[src/cpl_err_pkg.sv]
// Package: register map, field positions and carrier types for the completion error block
package cpl_err_pkg;

  localparam int addr_width = 4;
  // Word indices on the Avalon-MM slave
  localparam logic [3:0] reg_command_status = 4'h0;
  localparam logic [3:0] reg_secondary_status = 4'h1;
  localparam logic [3:0] reg_hdr_log0 = 4'h2;
  localparam logic [3:0] reg_hdr_log1 = 4'h3;
  localparam logic [3:0] reg_hdr_log2 = 4'h4;
  localparam logic [3:0] reg_hdr_log3 = 4'h5;
  localparam logic [3:0] reg_irq_status = 4'h6;
  localparam logic [3:0] reg_irq_enable = 4'h7;
  localparam logic [3:0] reg_irq_clear = 4'h8;
  localparam logic [3:0] reg_control = 4'h9;
  localparam logic [3:0] reg_burst_err = 4'hA;

  // Abort flag positions inside both status registers (write one to clear)
  localparam int bit_target_abort = 28;
  localparam int bit_master_abort = 29;
  // Completion status field in header word 1
  localparam int cpl_status_lo = 21;
  localparam int cpl_status_hi = 23;
  localparam logic [2:0] cpl_status_ok = 3'h0;
  localparam logic [2:0] cpl_status_ur = 3'h1;
  localparam logic [2:0] cpl_status_ca = 3'h4;

  // Interrupt status / enable / clear bit positions
  localparam int irq_ur = 0;
  localparam int irq_ca = 1;
  localparam int irq_burst = 2;
  localparam int irq_count = 3;

  // Control register bit: root complex mode
  localparam int ctl_rc_mode = 0;
  localparam logic [31:0] ctl_reset = 32'h0000_0001;

  localparam int burst_align_bytes = 16;
  localparam logic [31:0] unmapped_read = 32'h0000_0000;

  typedef struct packed {
    logic [31:0] dw0;
    logic [31:0] dw1;
    logic [31:0] dw2;
    logic [31:0] dw3;
  } cpl_header_type;

  typedef struct packed {
    logic valid;
    cpl_header_type header;
  } cpl_in_type;

  typedef struct packed {
    logic valid;
    logic [31:0] byte_addr;
    logic [15:0] byte_count;
  } burst_in_type;

endpackage

[src/cpl_err_status.sv]
// Completion error status, header log and slave-port burst checker behind an Avalon-MM slave
//
// Our own choices: the Avalon-MM register port and the placing of the registers.
module cpl_err_status (
  input wire logic ref_clk,
  input wire logic resetn,
  input wire logic clk_en,
  input wire logic [cpl_err_pkg::addr_width-1:0] avs_address,
  input wire logic avs_read,
  input wire logic avs_write,
  input wire logic [31:0] avs_writedata,
  input wire logic [3:0] avs_byteenable,
  output logic [31:0] avs_readdata,
  output logic avs_waitrequest,
  input wire cpl_err_pkg::cpl_in_type cpl_in,
  input wire cpl_err_pkg::burst_in_type burst_in,
  output logic irq
);

  localparam logic [31:0] abort_mask = (32'h0000_0001 << cpl_err_pkg::bit_target_abort) |
                                       (32'h0000_0001 << cpl_err_pkg::bit_master_abort);
  localparam logic [3:0] align_mask = 4'(cpl_err_pkg::burst_align_bytes - 1);

  function automatic logic [31:0] be_mask(input logic [3:0] be);
    be_mask = {{8{be[3]}}, {8{be[2]}}, {8{be[1]}}, {8{be[0]}}};
  endfunction

  logic [31:0] command_status;
  logic [31:0] secondary_status_reg;
  cpl_err_pkg::cpl_header_type hdr_log;
  logic [cpl_err_pkg::irq_count-1:0] irq_status;
  logic [cpl_err_pkg::irq_count-1:0] irq_enable;
  logic [31:0] control;
  logic [31:0] burst_err_addr;
  logic ack;

  // Single-cycle wait state: the request is answered on the second edge it is held
  wire req = (avs_read | avs_write) & ~ack;
  wire wr_take = avs_write & ack;
  wire [31:0] wmask = be_mask(avs_byteenable);
  wire sel_cs = wr_take & (avs_address == cpl_err_pkg::reg_command_status);
  wire sel_ss = wr_take & (avs_address == cpl_err_pkg::reg_secondary_status);
  wire sel_en = wr_take & (avs_address == cpl_err_pkg::reg_irq_enable);
  wire sel_clr = wr_take & (avs_address == cpl_err_pkg::reg_irq_clear);
  wire sel_ctl = wr_take & (avs_address == cpl_err_pkg::reg_control);

  wire rc_mode = control[cpl_err_pkg::ctl_rc_mode];
  wire [2:0] in_status = cpl_in.header.dw1[cpl_err_pkg::cpl_status_hi:cpl_err_pkg::cpl_status_lo];
  wire cpl_ur = cpl_in.valid & rc_mode & (in_status == cpl_err_pkg::cpl_status_ur);
  wire cpl_ca = cpl_in.valid & rc_mode & (in_status == cpl_err_pkg::cpl_status_ca);
  wire cpl_bad = cpl_in.valid & rc_mode & (in_status != cpl_err_pkg::cpl_status_ok);

  // Misuse by the master cannot be prevented here, only flagged for software
  wire burst_bad = burst_in.valid & (burst_in.byte_count > 16'h0004) &
                   (((burst_in.byte_addr[3:0] & align_mask) != 4'h0) |
                    ((burst_in.byte_count[3:0] & align_mask) != 4'h0));

  wire [31:0] abort_set = ({31'h0000_0000, cpl_ur} << cpl_err_pkg::bit_master_abort) |
                          ({31'h0000_0000, cpl_ca} << cpl_err_pkg::bit_target_abort);
  // Set wins over a same-cycle clear
  wire [31:0] next_command_status = (command_status & ~(sel_cs ? (avs_writedata & wmask & abort_mask) : 32'h0000_0000))
                                    | abort_set;
  wire [31:0] next_secondary_status = (secondary_status_reg &
                                       ~(sel_ss ? (avs_writedata & wmask & abort_mask) : 32'h0000_0000))
                                      | abort_set;
  wire [cpl_err_pkg::irq_count-1:0] irq_events = {burst_bad, cpl_ca, cpl_ur};
  wire [cpl_err_pkg::irq_count-1:0] next_irq_status =
    (irq_status & ~(sel_clr ? avs_writedata[cpl_err_pkg::irq_count-1:0] : 3'h0)) | irq_events;

  wire [31:0] rd_mux =
    (avs_address == cpl_err_pkg::reg_command_status) ? command_status :
    (avs_address == cpl_err_pkg::reg_secondary_status) ? secondary_status_reg :
    (avs_address == cpl_err_pkg::reg_hdr_log0) ? hdr_log.dw0 :
    (avs_address == cpl_err_pkg::reg_hdr_log1) ? hdr_log.dw1 :
    (avs_address == cpl_err_pkg::reg_hdr_log2) ? hdr_log.dw2 :
    (avs_address == cpl_err_pkg::reg_hdr_log3) ? hdr_log.dw3 :
    (avs_address == cpl_err_pkg::reg_irq_status) ? {29'h0000_0000, irq_status} :
    (avs_address == cpl_err_pkg::reg_irq_enable) ? {29'h0000_0000, irq_enable} :
    (avs_address == cpl_err_pkg::reg_control) ? control :
    (avs_address == cpl_err_pkg::reg_burst_err) ? burst_err_addr :
    cpl_err_pkg::unmapped_read;

  always_ff @(posedge ref_clk or negedge resetn) begin
    if (!resetn) begin
      ack <= 1'b0;
      avs_waitrequest <= 1'b1;
      avs_readdata <= 32'h0000_0000;
    end else if (clk_en) begin
      ack <= req;
      avs_waitrequest <= ~req;
      avs_readdata <= (req & avs_read) ? rd_mux : avs_readdata;
    end
  end

  always_ff @(posedge ref_clk or negedge resetn) begin
    if (!resetn) begin
      command_status <= 32'h0000_0000;
      secondary_status_reg <= 32'h0000_0000;
    end else if (clk_en) begin
      command_status <= next_command_status;
      secondary_status_reg <= next_secondary_status;
    end
  end

  // Log is overwritten by each new erroneous completion in root complex mode; software reads it after the flag
  always_ff @(posedge ref_clk or negedge resetn) begin
    if (!resetn) begin
      hdr_log <= '0;
    end else if (clk_en && cpl_bad) begin
      hdr_log <= cpl_in.header;
    end
  end

  always_ff @(posedge ref_clk or negedge resetn) begin
    if (!resetn) begin
      irq_status <= 3'h0;
      irq_enable <= 3'h0;
      control <= cpl_err_pkg::ctl_reset;
      burst_err_addr <= 32'h0000_0000;
      irq <= 1'b0;
    end else if (clk_en) begin
      irq_status <= next_irq_status;
      irq_enable <= sel_en ? avs_writedata[cpl_err_pkg::irq_count-1:0] : irq_enable;
      control <= sel_ctl ? ((control & ~wmask) | (avs_writedata & wmask)) : control;
      burst_err_addr <= burst_bad ? burst_in.byte_addr : burst_err_addr;
      irq <= |(next_irq_status & (sel_en ? avs_writedata[cpl_err_pkg::irq_count-1:0] : irq_enable));
    end
  end
endmodule // cpl_err_status

[config.mk]
export PLATFORM = sky130hd
export DESIGN_NAME = cpl_err_status
export DESIGN_NICKNAME = d
export VERILOG_FILES = /design/src/cpl_err_pkg.sv /design/src/cpl_err_status.sv
export SDC_FILE = /design/constraint.sdc
export NUM_CORES = 1
export LEC_CHECK = 0
export ABC_AREA = 1
export BUFFER_PORTS_ARGS = -buffer_cell sky130_fd_sc_hd__buf_2
export CORE_ASPECT_RATIO = 1.5
export CORE_UTILIZATION = 54
export DETAILED_ROUTE_END_ITERATION = 12
export PLACE_DENSITY = 0.79
export SKIP_LAST_GASP = 1
export SLEW_MARGIN = 20
export SYNTH_ARGS = -nofsm -noshare
export SYNTH_HDL_FRONTEND = slang
export SYNTH_SLANG_ARGS = --single-unit
[constraint.sdc]
create_clock -name ref_clk -period 1.71 [get_ports ref_clk]
set_input_delay 0.2565 -clock ref_clk [delete_from_list [all_inputs] [get_ports ref_clk]]
set_output_delay 0.2565 -clock ref_clk [all_outputs]
set_load 0.005 [all_outputs]
==> flow_summary.ini <==
[placed_design]
dp.final_hpwl_um = 21900
portBuffers = 256
place_ws_ns = -0.0844
gp_congestion = 0.892

[detailed_routing]
ant_nets = 0
drt-wirelength-per-cell_um = 19.8
vias = 9685
routed_wl_um = 34000
drc = 0
drtPass1Iterations = 8
viasPerCell = 5.64
first_iter_violations = 858

[synth]
ys_ff_latch = 237
synth_warnings = 0
avgSynthCellArea_um2 = 9.99
syn_area_um2 = 10600
ys_seq_area_share_pct = 55.8
synth_cell_type_count = 27
synthCells = 1065
synth_nets = 1288

[cells_and_area]
multiInputGateArea_um2 = 4330
n_fill_cell = 1302
syn_to_final_growth_pct = 35.2
layout-drive-gt1-share_pct = 33.6
seqCellArea_um2 = 5930
post-route-util_pct = 74.8
finalNetCount = 1662

[worst_setup_path]
crit_arrival_ns = 2.05
path_max_fanout = 43
required_ns = 2.11
cp-start-kind = register
cp-end-kind = register
timing_worst_setup_path_type = reg2reg

[sta]
worst_pin_slew_ns = 0.474
fmax_mhz = 604
finalSetupViolations = 0
max_slew_margin_pct = 68.4
tns_ns = 0
period_needed_ns = 1.65
worst_hold_slack_ns = -0.00333
worst_slack_ns = 0.0556
hold_viol = 2
finalMaxSlewViolations = 0
skew_ns = 0.0193
min_period_over_period_pct = 96.8

[power]
vdd_ir_drop_max_mv = 0.656
p_per_area_nw_per_um2 = 1020
leakage_nw = 7.62
p_total_mw = 14.7

[global_routing]
grt_pass1_vias = 10100
grt_max_degree = 55
overflow = 0
grt_usage_pct = 34.0
grt_pass1_wl_um = 52300
antenna_found_initial = 6

[clock_tree]
clockBufferDepth = 3
clock-root-buffer = clkbuf_16
cts_tree = done
cts_sinks = 237
cts_made_buffers = 23
clk_pin_slew_worst_paths_ns = 0.07
postCtsSetupBuffers = 0
htreeDepth = 1
clkLatencyLatePin_ns = 0.51

[floorplan]
design.core.area_um2 = 19200
io_pins = 257
die_h_um = 174
die_x_um = 117
start_util_pct = 55.3
placementRows = 62
die-area_um2 = 20300

[job]
cap_violations = 0

[min_path]
hold_class = in2reg

[outcome]
run_status = finished, violations left
violations = hold timing
==> layer usage <==
layer  GRT usage [%]  part of all wire [%]
met4            19.7                   5.8
met1            41.6                    37
met3            6.28                   7.8
met2            55.8                    49
met5               0                     0
==> report_power, final <==
group	switching (mW)	leakage (nW)	total (mW)	internal, mW
Combinational	1.07	4.15	2.33	1.26
Clock	2.13	0.373	5.10	2.97
Sequential	0.616	3.10	7.24	6.63
==> final timing paths <==
| check | slack, ns | endpoint | cells after the start | start |
|---|---|---|---|---|
| max in group asynchronous | 0.76 | hdr_log[101] | 3 | resetn |
| min reg2reg | 0.47 | burst_err_addr[26] | 2 | burst_err_addr[26] |
| max reg2reg | 0.06 | hdr_log[44] | 5 | register |
| min | -0.003 | register | 2 | avs_writedata[11] |
| min in group asynchronous | 0.28 | hdr_log[98] | 2 | resetn |
| max | 0.06 | hdr_log[44] | 5 | register |
==> cell usage after synthesis, drive strengths merged <==
cell    count  area share (%)
nand4      41             2.4
o211ai     28             2.0
nor2       42             1.6
inv        35             1.2
nand3      51             2.6
o21bai      1           0.071
or2         2            0.12
a21oi      69             3.2
dfstp       2            0.49
nand2     328              12
o21a        1           0.071
nor3        4            0.19
dfrtp     235              55
mux2      148              16
clkbuf     16            0.56
o21ai      21            0.99
buf        41             1.9
==> final cells by class <==
cell class / instances / area share, %
Tap cell: 256 / 2.23
Sequential cell: 237 / 41.3
Antenna cell: 6 / 0.104
Clock inverter: 4 / 0.313
Clock buffer: 36 / 4.90
Timing Repair Buffer: 406 / 20.2
Multi-Input combinational cell: 736 / 30.1
Inverter: 35 / 0.914
==> stage by stage <==
step / instances / area [um^2]
2_1_floorplan: 1065 / 10600
4_1_cts: 1705 / 14300
3_3_place_gp: 1558 / 12500
3_5_place_dp: 1558 / 12500
6_report: 1716 / 14400
5_1_grt: 1716 / 14400
==> worst max-delay path, stage by stage (launching register included) <==
cell and delay (ns):
dfstp_2 0.58, nand2_1 0.07, inv_1 0.15, nand3_4 0.17, buf_12 0.23, mux2_2 0.32
==> kinds of logic (layout without fill, tap and decap cells) <==
| kind of cell | Yosys count | in the layout | synth area share, % |
|---|---|---|---|
| DFF | 237 | 237 | 55.8 |
| muxes | 148 | 148 | 15.7 |
| and+or+nand+nor | 468 | 468 | 18.5 |
| other | 0 | 6 | 0 |
| AOI/OAI and AO/OA | 120 | 120 | 6.35 |
| buffers and inverters | 92 | 481 | 3.68 |
==> cells in the final DEF, fill, tap and decap left out, types with 21 or more instances in the layout <==
cell type	n
a21oi_1	69
buf_2	255
buf_4	21
clkbuf_16	23
dfrtp_1	235
dlygate4sd3_1	112
inv_1	28
mux2_2	137
nand2_1	327
nand3_1	48
nand4_1	41
nor2_1	35
o211ai_1	28
==> timing repair <==
| action | 4_1_cts | 5_1_grt |
|---|---|---|
| setup endpoints to repair | 0 | 3 |
| hold buffers | 107 | 5 |
| resized for setup | 0 | 2 |
| hold endpoints to repair | 153 | 5 |
No activity file was read; power rests on OpenSTA's default activity.
